## config.mk

```make
export PLATFORM = sky130hd
export DESIGN_NAME = pspd_top
export DESIGN_NICKNAME = d
export VERILOG_FILES = /design/src/verilog/pspd_pkg.sv /design/src/verilog/pspd_top.sv
export SDC_FILE = /design/constraint.sdc
export NUM_CORES = 1
export LEC_CHECK = 0
export BUFFER_PORTS_ARGS = -buffer_cell sky130_fd_sc_hd__buf_2
export CAP_MARGIN = 20
export CORE_UTILIZATION = 61
export DETAILED_ROUTE_END_ITERATION = 12
export HOLD_SLACK_MARGIN = 0.03
export PLACE_DENSITY = 0.85
export SLEW_MARGIN = 40
export SYNTH_ARGS = -nofsm -noshare
export SYNTH_HDL_FRONTEND = slang
export SYNTH_SLANG_ARGS = --single-unit
```

## constraint.sdc

```tcl
create_clock -name i_ref_clk -period 2.8 [get_ports i_ref_clk]
set_input_delay 0.42 -clock i_ref_clk [delete_from_list [all_inputs] [get_ports i_ref_clk]]
set_output_delay 0.42 -clock i_ref_clk [all_outputs]
set_load 0.005 [all_outputs]
```

## src/verilog/pspd_pkg.sv

```systemverilog
package pspd_pkg;
  // Clock period of i_ref_clk
  localparam int CLK_NS        = 20;
  // Times in ns (plain defaults; nothing fixes these values)
  localparam int TRIP_NS       = 100;    // current_trip_delay
  localparam int DESAT_RST_NS  = 10000;  // Gate-low time that releases a desaturation latch
  localparam int SENSE_NS      = 20000;  // Power-up drive-strength sensing window
  localparam int ZV_DLY_NS     = 60;     // zv_pulse_delay
  localparam int ZV_WID_NS     = 200;    // zv_pulse_width
  localparam int RC_MIN_NS     = 40;     // reverse_conduct_min
  localparam int ZC_BLANK_NS   = 100;    // zc_blank_time
  localparam int ZC_DLY_NS     = 40;     // zc_detect_delay
  localparam int ZC_WID_NS     = 200;    // Zero-cross pulse width
  // Least times, rounded up to whole cycles
  localparam logic [15:0] TRIP_CYC      = 16'((TRIP_NS + CLK_NS - 1) / CLK_NS);
  localparam logic [15:0] DESAT_RST_CYC = 16'((DESAT_RST_NS + CLK_NS - 1) / CLK_NS);
  localparam logic [15:0] SENSE_CYC     = 16'((SENSE_NS + CLK_NS - 1) / CLK_NS);
  localparam logic [15:0] ZV_DLY_CYC    = 16'((ZV_DLY_NS + CLK_NS - 1) / CLK_NS);
  localparam logic [15:0] ZV_WID_CYC    = 16'((ZV_WID_NS + CLK_NS - 1) / CLK_NS);
  localparam logic [15:0] RC_MIN_CYC    = 16'((RC_MIN_NS + CLK_NS - 1) / CLK_NS);
  localparam logic [15:0] ZC_BLANK_CYC  = 16'((ZC_BLANK_NS + CLK_NS - 1) / CLK_NS);
  localparam logic [15:0] ZC_DLY_CYC    = 16'((ZC_DLY_NS + CLK_NS - 1) / CLK_NS);
  localparam logic [15:0] ZC_WID_CYC    = 16'((ZC_WID_NS + CLK_NS - 1) / CLK_NS);
  // Register map (byte addresses)
  localparam logic [3:0]  CTRL_OFS      = 4'h0;
  localparam logic [3:0]  STAT_OFS      = 4'h4;
  localparam logic [1:0]  CTRL_RST      = 2'h3;
  localparam int          CTRL_ZV_EN    = 0;
  localparam int          CTRL_ZC_EN    = 1;
  localparam logic [1:0]  RESP_OKAY     = 2'h0;
  localparam logic [1:0]  RESP_SLVERR   = 2'h2;
  // Comparator flags from the analog front end
  typedef struct packed {
    logic current_overlimit;
    logic desaturation_trip;
    logic over_temp;
    logic supply_undervolt_lockout;
    logic vds_negative;
    logic current_positive;
  } pspd_cmp_s;
  typedef enum logic [1:0] {ZV_IDLE, ZV_WAIT, ZV_PULSE} pspd_zv_e;
  typedef enum logic [1:0] {ZC_IDLE, ZC_BLANK, ZC_SEEK, ZC_PULSE} pspd_zc_e;
endpackage

```

## src/verilog/pspd_top.sv

```systemverilog
// Our own choices: the AXI4-Lite interface to the registers and the register addresses.
`timescale 1ns/1ps
module pspd_top (
  input  wire logic                i_ref_clk,
  input  wire logic                i_rst_n,
  input  wire logic                i_gate_cmd,
  input  wire pspd_pkg::pspd_cmp_s i_cmp,
  input  wire logic [3:0]          i_strength_code,
  input  wire logic                i_fault_strap_pin,
  output logic                     o_fault_strap_pin,
  output logic                     o_fault_strap_pin_oe,
  output logic                     o_gate_on,
  output logic                     o_slow_turnoff,
  output logic [3:0]               o_drive_code,
  output logic                     o_zero_volt_flag,
  output logic                     o_zero_cross_flag,
  input  wire logic [3:0]          i_s_axi_awaddr,
  input  wire logic                i_s_axi_awvalid,
  output logic                     o_s_axi_awready,
  input  wire logic [31:0]         i_s_axi_wdata,
  input  wire logic [3:0]          i_s_axi_wstrb,
  input  wire logic                i_s_axi_wvalid,
  output logic                     o_s_axi_wready,
  output logic [1:0]               o_s_axi_bresp,
  output logic                     o_s_axi_bvalid,
  input  wire logic                i_s_axi_bready,
  input  wire logic [3:0]          i_s_axi_araddr,
  input  wire logic                i_s_axi_arvalid,
  output logic                     o_s_axi_arready,
  output logic [31:0]              o_s_axi_rdata,
  output logic [1:0]               o_s_axi_rresp,
  output logic                     o_s_axi_rvalid,
  input  wire logic                i_s_axi_rready
);
  import pspd_pkg::*;

  pspd_cmp_s   cmp_s1_reg;     // First synchroniser stage, read only by stage two
  pspd_cmp_s   cmp_reg;        // Synchronised comparator flags
  logic        gate_s1_reg;    // First gate synchroniser stage
  logic        gate_reg;       // Synchronised gate command
  logic        gate_d_reg;     // Previous gate sample for edge detect
  logic        strap_s1_reg;   // Strap pin level, stage one
  logic        strap_reg;      // Strap pin level, stage two
  logic        rise;           // Gate command rising edge

  // Two-flop synchronisers on every asynchronous comparator and the gate
  always_ff @(posedge i_ref_clk) begin
    if (!i_rst_n) begin
      cmp_s1_reg   <= '0;
      cmp_reg      <= '0;
      gate_s1_reg  <= 1'b0;
      gate_reg     <= 1'b0;
      gate_d_reg   <= 1'b0;
      strap_s1_reg <= 1'b0;
      strap_reg    <= 1'b0;
    end else begin
      cmp_s1_reg   <= i_cmp;
      cmp_reg      <= cmp_s1_reg;
      gate_s1_reg  <= i_gate_cmd;
      gate_reg     <= gate_s1_reg;
      gate_d_reg   <= gate_reg;
      strap_s1_reg <= i_fault_strap_pin;
      strap_reg    <= strap_s1_reg;
    end
  end
  assign rise = gate_reg & ~gate_d_reg;

  // Power-up drive-strength sensing
  logic        sensed_reg,  sensed_next;   // Sensing finished
  logic [15:0] sense_reg,   sense_next;    // Sensing window counter
  logic [3:0]  code_reg,    code_next;     // Captured drive-strength code

  // The code is taken once at the end of the window and never again
  always_comb begin
    sensed_next = sensed_reg;
    sense_next  = sense_reg;
    code_next   = code_reg;
    if (!sensed_reg) begin
      if (sense_reg == SENSE_CYC - 16'h1) begin
        sensed_next = 1'b1;
        code_next   = i_strength_code;
      end else begin
        sense_next  = sense_reg + 16'h1;
      end
    end
  end

  always_ff @(posedge i_ref_clk) begin
    if (!i_rst_n) begin
      sensed_reg <= 1'b0;
      sense_reg  <= 16'h0;
      code_reg   <= 4'h0;
    end else begin
      sensed_reg <= sensed_next;
      sense_reg  <= sense_next;
      code_reg   <= code_next;
    end
  end

  // Protection state
  logic        lim_lat_reg, lim_lat_next;  // cycle_current_limit active this cycle
  logic        lim_won_reg, lim_won_next;  // current_overlimit fired first this cycle
  logic [15:0] trip_reg,    trip_next;     // Time above current_limit_level
  logic        ds_lat_reg,  ds_lat_next;   // desaturation_trip latched
  logic [15:0] dsr_reg,     dsr_next;      // Gate-low time toward latch release
  logic        slow_reg,    slow_next;     // Slowed turn-off strength select
  logic        drv_reg,     drv_next;      // Driver enable
  logic        flt_reg,     flt_next;      // Fault pin level, low means fault
  logic        oe_reg,      oe_next;       // Fault pin drive enable
  logic        fault_any;                  // Any fault source active

  assign fault_any = lim_lat_reg | ds_lat_reg | cmp_reg.over_temp | cmp_reg.supply_undervolt_lockout;

  // Overcurrent, desaturation, temperature and supply handling
  always_comb begin
    lim_lat_next = lim_lat_reg;
    lim_won_next = lim_won_reg;
    trip_next    = 16'h0;
    ds_lat_next  = ds_lat_reg;
    dsr_next     = 16'h0;
    slow_next    = slow_reg;
    if (!gate_reg) begin
      // Gate low ends the overcurrent cycle
      lim_lat_next = 1'b0;
      lim_won_next = 1'b0;
      if (ds_lat_reg) begin
        dsr_next = dsr_reg + 16'h1;
        if (dsr_reg == DESAT_RST_CYC - 16'h1) begin
          ds_lat_next = 1'b0;
          slow_next   = 1'b0;
          dsr_next    = 16'h0;
        end
      end
    end else begin
      if (cmp_reg.current_overlimit) begin
        lim_won_next = 1'b1;
        trip_next    = trip_reg + 16'h1;
        if (trip_reg >= TRIP_CYC - 16'h1) begin
          lim_lat_next = 1'b1;
          trip_next    = trip_reg;
        end
      end
      // Desaturation counts only when overcurrent did not come first
      if (cmp_reg.desaturation_trip && !lim_won_reg) begin
        ds_lat_next = 1'b1;
        slow_next   = 1'b1;
      end
    end
    // Driver on only after sensing and with no fault source
    drv_next  = sensed_reg & gate_reg & ~fault_any & ~lim_lat_next & ~ds_lat_next;
    // Pin stays an input until sensing is done, then push-pull for good
    oe_next   = sensed_reg;
    flt_next  = sensed_reg & ~fault_any;
  end

  always_ff @(posedge i_ref_clk) begin
    if (!i_rst_n) begin
      lim_lat_reg <= 1'b0;
      lim_won_reg <= 1'b0;
      trip_reg    <= 16'h0;
      ds_lat_reg  <= 1'b0;
      dsr_reg     <= 16'h0;
      slow_reg    <= 1'b0;
      drv_reg     <= 1'b0;
      flt_reg     <= 1'b0;
      oe_reg      <= 1'b0;
    end else begin
      lim_lat_reg <= lim_lat_next;
      lim_won_reg <= lim_won_next;
      trip_reg    <= trip_next;
      ds_lat_reg  <= ds_lat_next;
      dsr_reg     <= dsr_next;
      slow_reg    <= slow_next;
      drv_reg     <= drv_next;
      flt_reg     <= flt_next;
      oe_reg      <= oe_next;
    end
  end

  // Control register bits driven by the bus slave
  logic [1:0]  ctrl_reg,    ctrl_next;

  // Zero-voltage detector
  pspd_zv_e    zv_st_reg,   zv_st_next;    // Detector state
  logic [15:0] zv_cnt_reg,  zv_cnt_next;   // Delay and width counter
  logic [15:0] rc_reg,      rc_next;       // Reverse-conduction run length
  logic        zvf_reg,     zvf_next;      // zero_volt_flag

  // A run shorter than reverse_conduct_min, or none at all, never qualifies
  always_comb begin
    zv_st_next  = zv_st_reg;
    zv_cnt_next = zv_cnt_reg;
    zvf_next    = zvf_reg;
    rc_next     = 16'h0;
    if (!gate_reg && cmp_reg.vds_negative) begin
      rc_next = (rc_reg >= RC_MIN_CYC) ? rc_reg : rc_reg + 16'h1;
    end
    case (zv_st_reg)
      ZV_IDLE: begin
        if (rise && ctrl_reg[CTRL_ZV_EN] && rc_reg >= RC_MIN_CYC) begin
          zv_st_next  = ZV_WAIT;
          zv_cnt_next = 16'h0;
        end
      end
      ZV_WAIT: begin
        zv_cnt_next = zv_cnt_reg + 16'h1;
        if (zv_cnt_reg >= ZV_DLY_CYC - 16'h1) begin
          zv_st_next  = ZV_PULSE;
          zv_cnt_next = 16'h0;
          zvf_next    = 1'b1;
        end
      end
      ZV_PULSE: begin
        zv_cnt_next = zv_cnt_reg + 16'h1;
        if (zv_cnt_reg >= ZV_WID_CYC - 16'h1) begin
          zv_st_next = ZV_IDLE;
          zvf_next   = 1'b0;
        end
      end
      default: begin
        zv_st_next = ZV_IDLE;
        zvf_next   = 1'b0;
      end
    endcase
  end

  always_ff @(posedge i_ref_clk) begin
    if (!i_rst_n) begin
      zv_st_reg  <= ZV_IDLE;
      zv_cnt_reg <= 16'h0;
      rc_reg     <= 16'h0;
      zvf_reg    <= 1'b0;
    end else begin
      zv_st_reg  <= zv_st_next;
      zv_cnt_reg <= zv_cnt_next;
      rc_reg     <= rc_next;
      zvf_reg    <= zvf_next;
    end
  end

  // Zero-current detector
  pspd_zc_e    zc_st_reg,   zc_st_next;    // Detector state
  logic [15:0] zc_cnt_reg,  zc_cnt_next;   // Blank, delay and width counter
  logic        zc_dly_reg,  zc_dly_next;   // Crossing seen, delay running
  logic        zcf_reg,     zcf_next;      // zero_cross_flag

  // Polarity is not looked at during blanking; a turn-off aborts the search
  always_comb begin
    zc_st_next  = zc_st_reg;
    zc_cnt_next = zc_cnt_reg;
    zc_dly_next = zc_dly_reg;
    zcf_next    = zcf_reg;
    case (zc_st_reg)
      ZC_IDLE: begin
        if (rise && ctrl_reg[CTRL_ZC_EN]) begin
          zc_st_next  = ZC_BLANK;
          zc_cnt_next = 16'h0;
        end
      end
      ZC_BLANK: begin
        zc_cnt_next = zc_cnt_reg + 16'h1;
        if (!gate_reg) begin
          zc_st_next = ZC_IDLE;
        end else if (zc_cnt_reg >= ZC_BLANK_CYC - 16'h1) begin
          zc_cnt_next = 16'h0;
          zc_dly_next = 1'b0;
          if (cmp_reg.current_positive) begin
            zc_st_next = ZC_PULSE;
            zcf_next   = 1'b1;
          end else begin
            zc_st_next = ZC_SEEK;
          end
        end
      end
      ZC_SEEK: begin
        if (zc_dly_reg) begin
          zc_cnt_next = zc_cnt_reg + 16'h1;
          if (zc_cnt_reg >= ZC_DLY_CYC - 16'h1) begin
            zc_st_next  = ZC_PULSE;
            zc_cnt_next = 16'h0;
            zcf_next    = 1'b1;
          end
        end else if (!gate_reg) begin
          zc_st_next = ZC_IDLE;
        end else if (cmp_reg.current_positive) begin
          zc_dly_next = 1'b1;
        end
      end
      ZC_PULSE: begin
        zc_cnt_next = zc_cnt_reg + 16'h1;
        if (zc_cnt_reg >= ZC_WID_CYC - 16'h1) begin
          zc_st_next = ZC_IDLE;
          zcf_next   = 1'b0;
        end
      end
      default: begin
        zc_st_next = ZC_IDLE;
        zcf_next   = 1'b0;
      end
    endcase
  end

  always_ff @(posedge i_ref_clk) begin
    if (!i_rst_n) begin
      zc_st_reg  <= ZC_IDLE;
      zc_cnt_reg <= 16'h0;
      zc_dly_reg <= 1'b0;
      zcf_reg    <= 1'b0;
    end else begin
      zc_st_reg  <= zc_st_next;
      zc_cnt_reg <= zc_cnt_next;
      zc_dly_reg <= zc_dly_next;
      zcf_reg    <= zcf_next;
    end
  end

  // AXI4-Lite slave
  logic        awh_reg, awh_next;          // Write address held
  logic [3:0]  awa_reg, awa_next;          // Held write address
  logic        wh_reg,  wh_next;           // Write data held
  logic [31:0] wd_reg,  wd_next;           // Held write data
  logic [3:0]  ws_reg,  ws_next;           // Held write strobes
  logic        bv_reg,  bv_next;           // Write response valid
  logic [1:0]  br_reg,  br_next;           // Write response code
  logic        awr_reg, awr_next;          // Address ready
  logic        wr_reg,  wr_next;           // Data ready
  logic        rv_reg,  rv_next;           // Read valid
  logic [31:0] rd_reg,  rd_next;           // Read data
  logic [1:0]  rr_reg,  rr_next;           // Read response code
  logic        arr_reg, arr_next;          // Read address ready
  logic [31:0] stat;                       // Live status word

  assign stat = {22'h0, strap_reg, code_reg, sensed_reg, cmp_reg.supply_undervolt_lockout,
                 cmp_reg.over_temp, ds_lat_reg, lim_lat_reg};

  // Address and data may arrive in either order; unmapped addresses get SLVERR
  always_comb begin
    awh_next  = awh_reg;
    awa_next  = awa_reg;
    wh_next   = wh_reg;
    wd_next   = wd_reg;
    ws_next   = ws_reg;
    bv_next   = bv_reg;
    br_next   = br_reg;
    rv_next   = rv_reg;
    rd_next   = rd_reg;
    rr_next   = rr_reg;
    ctrl_next = ctrl_reg;
    if (i_s_axi_awvalid && awr_reg) begin
      awh_next = 1'b1;
      awa_next = i_s_axi_awaddr;
    end
    if (i_s_axi_wvalid && wr_reg) begin
      wh_next = 1'b1;
      wd_next = i_s_axi_wdata;
      ws_next = i_s_axi_wstrb;
    end
    if (bv_reg && i_s_axi_bready) begin
      bv_next = 1'b0;
    end
    if (awh_reg && wh_reg && !bv_reg) begin
      awh_next = 1'b0;
      wh_next  = 1'b0;
      bv_next  = 1'b1;
      br_next  = RESP_OKAY;
      if (awa_reg == CTRL_OFS) begin
        if (ws_reg[0]) begin
          ctrl_next = wd_reg[1:0];
        end
      end else if (awa_reg != STAT_OFS) begin
        br_next = RESP_SLVERR;
      end
    end
    if (rv_reg && i_s_axi_rready) begin
      rv_next = 1'b0;
    end
    if (i_s_axi_arvalid && arr_reg) begin
      rv_next = 1'b1;
      rr_next = RESP_OKAY;
      if (i_s_axi_araddr == CTRL_OFS) begin
        rd_next = {30'h0, ctrl_reg};
      end else if (i_s_axi_araddr == STAT_OFS) begin
        rd_next = stat;
      end else begin
        rd_next = 32'h0;
        rr_next = RESP_SLVERR;
      end
    end
    // Ready is withheld once a channel holds an item, one write at a time
    awr_next = ~awh_next & ~bv_next;
    wr_next  = ~wh_next & ~bv_next;
    arr_next = ~rv_next;
  end

  always_ff @(posedge i_ref_clk) begin
    if (!i_rst_n) begin
      awh_reg  <= 1'b0;
      awa_reg  <= 4'h0;
      wh_reg   <= 1'b0;
      wd_reg   <= 32'h0;
      ws_reg   <= 4'h0;
      bv_reg   <= 1'b0;
      br_reg   <= 2'h0;
      awr_reg  <= 1'b0;
      wr_reg   <= 1'b0;
      rv_reg   <= 1'b0;
      rd_reg   <= 32'h0;
      rr_reg   <= 2'h0;
      arr_reg  <= 1'b0;
      ctrl_reg <= CTRL_RST;
    end else begin
      awh_reg  <= awh_next;
      awa_reg  <= awa_next;
      wh_reg   <= wh_next;
      wd_reg   <= wd_next;
      ws_reg   <= ws_next;
      bv_reg   <= bv_next;
      br_reg   <= br_next;
      awr_reg  <= awr_next;
      wr_reg   <= wr_next;
      rv_reg   <= rv_next;
      rd_reg   <= rd_next;
      rr_reg   <= rr_next;
      arr_reg  <= arr_next;
      ctrl_reg <= ctrl_next;
    end
  end

  assign o_fault_strap_pin    = flt_reg;
  assign o_fault_strap_pin_oe = oe_reg;
  assign o_gate_on            = drv_reg;
  assign o_slow_turnoff       = slow_reg;
  assign o_drive_code         = code_reg;
  assign o_zero_volt_flag     = zvf_reg;
  assign o_zero_cross_flag    = zcf_reg;
  assign o_s_axi_awready      = awr_reg;
  assign o_s_axi_wready       = wr_reg;
  assign o_s_axi_bresp        = br_reg;
  assign o_s_axi_bvalid       = bv_reg;
  assign o_s_axi_arready      = arr_reg;
  assign o_s_axi_rdata        = rd_reg;
  assign o_s_axi_rresp        = rr_reg;
  assign o_s_axi_rvalid       = rv_reg;

  property p_lim_off;
    @(posedge i_ref_clk) disable iff (!i_rst_n) lim_lat_reg |=> !drv_reg;
  endproperty
  a_lim_off: assert property (p_lim_off) else $error("driver on during overcurrent");
  property p_lim_clr;
    @(posedge i_ref_clk) disable iff (!i_rst_n) !gate_reg |=> !lim_lat_reg;
  endproperty
  a_lim_clr: assert property (p_lim_clr) else $error("overcurrent kept after gate low");
  property p_class;
    @(posedge i_ref_clk) disable iff (!i_rst_n) $rose(ds_lat_reg) |-> !$past(lim_won_reg);
  endproperty
  a_class: assert property (p_class) else $error("desaturation after overcurrent");
  property p_slow;
    @(posedge i_ref_clk) disable iff (!i_rst_n) ds_lat_reg |-> slow_reg ##1 !drv_reg;
  endproperty
  a_slow: assert property (p_slow) else $error("desaturation without slow turn-off");
  property p_ds_hold;
    @(posedge i_ref_clk) disable iff (!i_rst_n) ds_lat_reg && gate_reg |=> ds_lat_reg;
  endproperty
  a_ds_hold: assert property (p_ds_hold) else $error("desaturation released with gate high");
  property p_flt;
    @(posedge i_ref_clk) disable iff (!i_rst_n) fault_any |=> !flt_reg;
  endproperty
  a_flt: assert property (p_flt) else $error("fault pin high with fault active");
  property p_ot_uv;
    @(posedge i_ref_clk) disable iff (!i_rst_n)
      (cmp_reg.over_temp || cmp_reg.supply_undervolt_lockout) |=> !drv_reg;
  endproperty
  a_ot_uv: assert property (p_ot_uv) else $error("driver on in temperature or supply fault");
  property p_pin_in;
    @(posedge i_ref_clk) disable iff (!i_rst_n) !sensed_reg |-> !oe_reg && !drv_reg;
  endproperty
  a_pin_in: assert property (p_pin_in) else $error("pin driven while sensing");
  property p_zv_none;
    @(posedge i_ref_clk) disable iff (!i_rst_n)
      rise && zv_st_reg == ZV_IDLE && rc_reg < RC_MIN_CYC |=> zv_st_reg == ZV_IDLE;
  endproperty
  a_zv_none: assert property (p_zv_none) else $error("zero-volt pulse without qualifying run");
  property p_zc_blank;
    @(posedge i_ref_clk) disable iff (!i_rst_n) zc_st_reg == ZC_BLANK |-> !zcf_reg;
  endproperty
  a_zc_blank: assert property (p_zc_blank) else $error("zero-cross flag during blanking");
endmodule

```

Yosys cells after proc, flatten, opt, wreduce, memory -nomap -nowiden
Index checks and enable logic that the tools add are counted.
W data, S select, Z words.
- output and inout bits: 51
- register bits: 184
- equality and inequality tests: 23
- reduce and logical (&&, ||, !) cells: 39
- bitwise gates (word level): 24
- order comparisons: 7
- multiplexer cells: 65
- add/sub/neg operators: 6
- operators by type and width (kind ; count):
    $mux W16 ; 7
    $add A16 B1 Y16 const B ; 6
    $pmux W16 S4 ; 1
    $pmux W16 S3 ; 1
    $mux W1 ; 35
    $ge A16 B2 Y1 const B ; 2
    $ge A16 B3 Y1 const B ; 2
    $ge A16 B4 Y1 const B ; 2
    $mux W2 ; 14
    $mux W10 ; 2
    $ne A2 B2 Y1 const B ; 10
    $reduce_and A3 Y1 ; 6
    $eq A16 B10 Y1 const B ; 1
    $eq A16 B9 Y1 const B ; 1
    $ge A16 B1 Y1 const B ; 1
    $not A1 Y1 ; 13
    $logic_and A1 B1 Y1 ; 12
    $reduce_and A2 Y1 ; 6
    $ne A3 B3 Y1 const B ; 3
    $and A1 B1 Y1 ; 8
    $logic_not A4 Y1 ; 2
    $pmux W2 S4 ; 1
    $reduce_and A7 Y1 ; 1
    $eq A2 B2 Y1 const B ; 3
    14 further kinds ; 24

Longest topological paths before layout
Gate-level depths: netlist (run 1).
- depth after elaboration: 7
- depth in mapped cells: 7
- gate-level depth less buffers: 7

Least setup slack after synthesis (run 1)
OpenSTA, ideal clock, no wires.
- path kind: register to register
- start point: reg zc_cnt_reg[0]
- end point: reg zc_cnt_reg[10]
- data required time: 2.683 ns
- period minus slack after synthesis: 1.800 ns
- slack: 1.000 ns
- buffers on the path: 1
- stages on the path, launching flop included: 8
- setup time: 0.117 ns
- data arrival time: 1.682 ns
- path through: dfxtp_1 inv_1 ha_1 and4bb_2 and2_2 o311ai_1 buf_2 nor2_1
- longest elaborated chain between the ends: 4
- elaborated cells between the ends (all ways): 8
- those cells by class: 1 x add/sub; 2 x order compare; 5 x mux
- RTL lines (what ; RTL line ; RTL):
    from (decl) ; pspd_top.sv:243 ; logic [15:0] zc_cnt_reg, zc_cnt_next;
    from (signal assigned) ; pspd_top.sv:311 ; zc_cnt_reg <= zc_cnt_next;
    $add A16 B1 Y16, or another cell as far along ; pspd_top.sv:261, pspd_top.sv:277, pspd_top.sv:290 ;
    $mux W16 (on tied branches) ; pspd_top.sv:278, pspd_top.sv:264 ;
    $mux W16 (on tied branches) ; pspd_top.sv:276, pspd_top.sv:262 ;
    $pmux W16 S4 * ; pspd_top.sv:253 ; case (zc_st_reg)
Mark *: on every way between the ends. The rest lies on a longest branch, timed or not. The select of a mux whose other input is x is not followed.
A chain may end at the register's enable or synchronous reset.

Final worst setup path (run 1)
- start point: reg rc_reg[0]
- end point: reg zv_cnt_reg[14]
- longest elaborated chain between the ends: 4
- RTL lines (what ; RTL line ; RTL):
    from (decl) ; pspd_top.sv:186 ; logic [15:0] rc_reg, rc_next;
    from (signal assigned) ; pspd_top.sv:236 ; rc_reg <= rc_next;
    $ge A16 B2 Y1 ; pspd_top.sv:200 ; if (rise && ctrl_reg[CTRL_ZV_EN] && rc_reg >= RC_MIN_CYC) begin
    $logic_and A1 B1 Y1 ; pspd_top.sv:200 ;
    $ne A2 B2 Y1 (no line) ; -- ;
    $reduce_and A2 Y1 (no line) ; -- ;
    to (signal assigned) ; pspd_top.sv:235 ; zv_cnt_reg <= zv_cnt_next;
    to (decl) ; pspd_top.sv:185 ; logic [15:0] zv_cnt_reg, zv_cnt_next;
No other way between the ends.

==> results of run 1 <==
## how the worst min path moves through the flow
stage | end | slack [ns] | cells past startpoint
floorplan | cmp_reg[0]$_SDFF_PN0_ | 0.41 | 1
global route | cmp_s1_reg[3]$_SDFF_PN0_ | 0.18 | 2
CTS | cmp_s1_reg[3]$_SDFF_PN0_ | 0.19 | 2
detailed placement | cmp_reg[4]$_SDFF_PN0_ | 0.42 | 1
global placement | gate_reg$_SDFF_PN0_ | 0.42 | 1
finish | gate_s1_reg$_SDFF_PN0_ | 0.19 | 2
## layout make-up
type | count | area share (%)
multi-input combinational | 558 | 43.9
sequential | 160 | 41.3
clock buffer | 19 | 5.71
timing repair buffer | 59 | 3.91
tap | 140 | 2.26
clock inverter | 13 | 1.76
inverter | 24 | 1.16
## worst max-delay path, delay by kind of cell, from the launching register on
kind	cells	cell delay, ns
buf+inv	1	0.06
flops	1	0.37
fa+ha+maj	1	0.20
simple gates	2	0.45
compound gates	3	0.96
## layout by cell type, fill, tap and decap left out, drive strengths merged, types with 23 or more instances in the layout
cell type / synthesis / final
xnor2: 30 / 30
nand3: 35 / 35
nor2: 104 / 104
nor3: 25 / 25
a21oi: 34 / 34
and3: 23 / 23
nand2: 54 / 54
and2: 35 / 35
inv: 24 / 26
buf: 33 / 59
nor4: 26 / 26
dfxtp: 160 / 160
conb: 1 / 24
## per-stage QoR
step | utilization, % | total power (W) | instance area (µm²) | cells
after detailed placement | 65.6 | 0.00260 | 7170 | 941
after global routing | 70.9 | 0.00496 | 7750 | 973
after floorplan | - | 0.00256 | 6990 | 790
after CTS | 70.9 | 0.00483 | 7750 | 973
after global placement | 65.6 | 0.00259 | 7170 | 941
final | 70.9 | 0.00481 | 7750 | 973
## cell families (layout without fill, tap and decap cells)
logic type	Yosys count	in the layout
AND/OR/NAND/NOR	369	369
flip-flops	160	160
adder cells (fa/ha/maj)	17	17
other	1	24
XOR/XNOR	45	45
buffers and inverters	72	115
AO/OA/AOI/OAI	89	89
multiplexers	14	14
## where the power goes
group	internal (W)	switching, W	leakage [nW]
logic	0.0000802	0.000122	1.51
registers	0.00231	0.0000350	1.30
clock network	0.00134	0.000920	0.287
## metal layers
layer / global-route usage, % / part of all wire (%) / vias up
met4: 12.1 / 2.4 / 0
li1: - / - / 2741
met1: 28.7 / 42 / 2665
met2: 43.4 / 52 / 158
met3: 6.69 / 3.6 / 40
met5: 0 / 0 / -
==> results.json, run 1 <==
{
  "status": "finished, final reports clean",
  "yosys-top-cells-count": "dfxtp_1, nor2_1, nand2_1",
  "setup.worst_path.start_class": "flop",
  "worst_pin_slew_ns": 0.719,
  "cp_slowest_cell": "a21oi_2",
  "start_util_pct": 63.1,
  "cts_tree": "built",
  "min-delay-start": "i_gate_cmd",
  "areaGrowthSynthToFinish_pct": 12.3,
  "clock_latency_ns": 0.43,
  "worst_hold_slack_ns": 0.194,
  "yosysUniqueCellTypes": 65,
  "skew_ns": 0.00764,
  "synth.top_cell.area_share_pct": 46.4,
  "clock_sinks": 160,
  "grt_pass1_wl_um": 23200,
  "period_share_pct": 75.4,
  "port_buffers": 56,
  "overflow": 0,
  "clock_path_buffers": 2,
  "critPathArrivalTime_ns": 2.46,
  "drc": 0,
  "pre_cts_ws_ns": 0.498,
  "top_level_ports": 114,
  "seq_area_um2": 3200,
  "rsz0062_at_grt": "false",
  "grt_antenna_before_repair": 0,
  "cts_buffers": 17,
  "diodes": 0,
  "required_ns": 3.15,
  "relSlewSlack_pct": 51.9,
  "design.core.area_um2": 10900,
  "cts-root-buf": "clkbuf_16",
  "synthCells": 767,
  "synth_compound_area_share_pct": 8.23,
  "ys_warn_count": 0,
  "cts_setup_buffers": 0,
  "synth_area_um2": 6910,
  "r2r_end": "zv_cnt_reg[14]$_SDFFE_PN0P_",
  "via_per_inst": 5.76,
  "drive_above_1_share_pct": 13.3,
  "synthAdderAreaFrac_pct": 3.08,
  "die_w_um": 108,
  "synthFlopType": "dfxtp_1",
  "firstDrtPassIters": 5,
  "fin_setup_tns_ns": 0,
  "grt_pass1_vias": 5299,
  "endpoint_kind": "flop",
  "crit_end": "zv_cnt_reg[14]$_SDFFE_PN0P_",
  "synth_area_leader_cell": "dfxtp_1",
  "nFillCells": 810,
  "yosysMostFrequentCell": "dfxtp_1",
  "drt_iter0_drc": 494,
  "max_freq_mhz": 474,
  "fin_nets": 900,
  "path_max_fanout": 10,
  "startpoint": "rc_reg[0]$_SDFFE_PN0N_",
  "ys_ff_latch": 160,
  "vias": 5604,
  "multi_input_area_um2": 3400,
  "setup_viol_count_final": 0,
  "grt_util_all_layers_pct": 25.1,
  "synth_xor_area_share_pct": 5.71,
  "path_clk_slew_ns": 0.06,
  "grt_max_degree": 48,
  "finalHoldViolCount": 0,
  "cap_violations": 0,
  "rrSetupSlack_ns": 0.69,
  "post_drt_wl_per_cell_um": 14.6,
  "critPathMaxStageDelay_ns": 0.52,
  "avgSynthCellArea_um2": 9.00,
  "layout_setup_ws_ns": 0.689,
  "drt-total-wl_um": 14200,
  "h-tree-depth": 4,
  "path_class": "flop to flop",
  "gp_congestion": 0.815,
  "p_per_area_nw_per_um2": 620,
  "cts_resized": 0,
  "min_path_type": "primary input to flop",
  "place_hpwl_um": 9810,
  "slew_viol_final": 0,
  "synth_top_family_by_area": "simple AND/OR/NAND/NOR gates",
  "synth_mux_area_share_pct": 2.03,
  "synthTopCellsByArea": "dfxtp_1, nor2_1, xnor2_1, and2_1, ha_1",
  "async_reset_ff_share_pct": 0,
  "min_period_ns": 2.11,
  "synth-simple-area-share_pct": 28.9,
  "crit_chain": "inv_1, ha_1, nor4_2, nand4_2, a21oi_2, o21ai_2, a21oi_1",
  "ir_drop_uv": 471,
  "core.rowCount": 38,
  "synth_edf_count": 0,
  "reg2reg_depth": 7,
  "die_area_um2": 11700,
  "seq_area_frac_synth_pct": 46.4,
  "worstReg2RegStart": "rc_reg[0]$_SDFFE_PN0N_",
  "hold_buffers": 0,
  "leakage_nw": 3.10,
  "die_h_um": 108,
  "antenna_left": 0
}
No activity file was read; power rests on OpenSTA's default activity.
==> run 2: changes to the inputs <==
--- a/config.mk
+++ b/config.mk
@@ -7,10 +7,10 @@
 export LEC_CHECK = 0
 export BUFFER_PORTS_ARGS = -buffer_cell sky130_fd_sc_hd__buf_2
 export CAP_MARGIN = 20
-export CORE_UTILIZATION = 61
+export CORE_UTILIZATION = 51
 export DETAILED_ROUTE_END_ITERATION = 12
 export HOLD_SLACK_MARGIN = 0.03
-export PLACE_DENSITY = 0.85
+export PLACE_DENSITY = 0.76
 export SLEW_MARGIN = 40
 export SYNTH_ARGS = -nofsm -noshare
 export SYNTH_HDL_FRONTEND = slang
==> constraint.sdc (replaced) <==
create_clock -name i_ref_clk -period 1.9 [get_ports i_ref_clk]
set_input_delay 0.285 -clock i_ref_clk [delete_from_list [all_inputs] [get_ports i_ref_clk]]
set_output_delay 0.285 -clock i_ref_clk [all_outputs]
set_load 0.005 [all_outputs]
==> results.json, run 2 (same netlist as run 1, synthesis figures left out) <==
{
  "dp_cells": 1007,
  "internal_power_w": 0.00541,
  "relSlewSlack_pct": 60.5,
  "rrSetupSlack_ns": -0.004,
  "gp_congestion": 0.812,
  "pwr-share-seq_pct": 49.7,
  "min-delay-start": "i_cmp[3]",
  "cts_tree": "built",
  "path_buf_inv": 2,
  "p_total_w": 0.00696,
  "cp_slowest_cell": "dfxtp_2",
  "power_frac_clock_pct": 45.4,
  "worst_pin_slew_ns": 0.591,
  "worstReg2RegStart": "rc_reg[0]$_SDFFE_PN0N_",
  "path_clk_slew_ns": 0.06,
  "design.core.area_um2": 13200,
  "drive_above_1_share_pct": 19.1,
  "final_cell_mix": "dfxtp_1, nor2_1, buf_2",
  "core.rowCount": 42,
  "port_buffers": 56,
  "violations": "negative setup slack",
  "clock_latency_ns": 0.42,
  "r2r_end": "zv_cnt_reg[4]$_SDFFE_PN0P_",
  "status": "complete, but fails checks",
  "skew_ns": 0.00697,
  "top_level_ports": 114,
  "hold_buffers": 0,
  "cts_buffers": 17,
  "fin_nets": 933,
  "cap_violations": 0,
  "grt_pass1_wl_um": 22600,
  "grt_pass1_vias": 5001,
  "drt_iter0_drc": 336,
  "die_h_um": 118,
  "critPathArrivalTime_ns": 2.20,
  "clock_path_buffers": 2,
  "worst_hold_slack_ns": 0.0671,
  "path_class": "flop to flop",
  "pwr-share-comb_pct": 5.0,
  "leakage_nw": 3.31,
  "fin_setup_tns_ns": -0.00426,
  "pre_cts_ws_ns": 0.0395,
  "post_drt_wl_per_cell_um": 13.4,
  "required_ns": 2.19,
  "die_area_um2": 14000,
  "overflow": 0,
  "rsz0062_at_grt": "true",
  "firstDrtPassIters": 5,
  "via_per_inst": 5.27,
  "met1_usage_pct": 24.7,
  "die_w_um": 118,
  "cts-root-buf": "clkbuf_16",
  "place_hpwl_um": 9090,
  "grt_max_degree": 34,
  "drt-total-wl_um": 14000,
  "nFillCells": 1139,
  "slew_viol_final": 0,
  "antenna_left": 0,
  "startpoint": "rc_reg[0]$_SDFFE_PN0N_",
  "grt_busiest_layer": "met2",
  "diodes": 0,
  "max_freq_mhz": 525,
  "reg2reg_depth": 8,
  "clock_sinks": 160,
  "min_path_type": "primary input to flop",
  "critPathMaxStageDelay_ns": 0.36,
  "stdcell_count": 1041,
  "drc": 0,
  "hold_end": "cmp_s1_reg[3]$_SDFF_PN0_",
  "final_common_cell": "dfxtp_1",
  "setup_viol_count_final": 1,
  "start_util_pct": 52.1,
  "power.switching_w": 0.00155,
  "p_per_area_nw_per_um2": 849,
  "min_period_ns": 1.90,
  "grt_antenna_before_repair": 0,
  "h-tree-depth": 4,
  "endpoint_kind": "flop",
  "path_max_fanout": 7,
  "areaGrowthSynthToFinish_pct": 18.7,
  "vias": 5487,
  "ir_drop_uv": 703,
  "use_met3_pct": 5.21,
  "crit_chain": "inv_2, ha_4, nor4_4, nand4_4, a21oi_4, buf_6, nand2b_4, o211ai_1",
  "period_share_pct": 100,
  "layout_setup_ws_ns": -0.00426,
  "finalHoldViolCount": 0,
  "netSwitchingFraction_pct": 22.3,
  "setup.worst_path.start_class": "flop",
  "grtUsageMet2_pct": 32.1,
  "worst_hold_path.num_cells": 2,
  "worst_path_dominant_cell_family": "simple AND/OR/NAND/NOR gates",
  "grt_util_all_layers_pct": 19.8
}
## run 2: cell count changes in the layout (fill, tap and decap cells not counted), moves of 3 or more
cell,change
dfxtp_1,-4
dfxtp_2,+4
nor2_1,-3
buf_4,+32
clkinvlp_4,+3
nor4_4,+3
nor4_1,-3
## run 2: layout make-up
cell class	instances	area, µm²	area share (%)
Clock buffer	21	460	5.62
Clock inverter	10	88.8	1.08
Inverter	24	90.1	1.10
Multi-Input combinational cell	558	3570	43.6
Sequential cell	160	3210	39.1
Tap cell	176	220	2.69
Timing Repair Buffer	92	554	6.76
## run 2: repair_timing
item | in CTS | in global routing
gates resized for setup | 0 | 35
buffers inserted | 0 | 3
setup endpoints to repair | 0 | 38
## run 2: worst register-to-register path, stage by stage, from the launching register on
cell and delay, ns:
dfxtp_2 0.36, inv_2 0.05, ha_4 0.16, nor4_4 0.34, nand4_4 0.24, a21oi_4 0.24
buf_6 0.16, nand2b_4 0.14, o211ai_1 0.11
## run 2: power by group through the flow
stage / sequential, W / clock [W] / combinational [W]
2_1_floorplan: 0.00352 / 0 / 0.000250
3_3_place_gp: 0.00352 / 0 / 0.000324
3_5_place_dp: 0.00352 / 0 / 0.000326
4_1_cts: 0.00345 / 0.00323 / 0.000334
5_1_grt: 0.00346 / 0.00336 / 0.000385
6_report: 0.00345 / 0.00315 / 0.000346
## run 2: worst max path at each step
stage | end | cells after the start
floorplan | zc_cnt_reg[10]$_SDFFE_PN0P_ | 7
global placement | zv_cnt_reg[3]$_SDFFE_PN0P_ | 8
detailed placement | zv_cnt_reg[4]$_SDFFE_PN0P_ | 8
CTS | zv_cnt_reg[11]$_SDFFE_PN0P_ | 8
global route | zv_cnt_reg[4]$_SDFFE_PN0P_ | 8
finish | zv_cnt_reg[4]$_SDFFE_PN0P_ | 8
## run 2: metrics by stage
step | utilization, % | cell area, µm²
global placement | 56.2 | 7440
finish | 61.9 | 8200
CTS | 60.4 | 7990
floorplan | - | 6990
detailed placement | 56.2 | 7440
global route | 61.9 | 8200
## run 2: per-layer routing
layer,vias to the layer above,part of all wire [%]
li1,2799,-
met1,2571,47
met2,92,48
met3,25,3.4
met4,0,1.9
met5,-,0
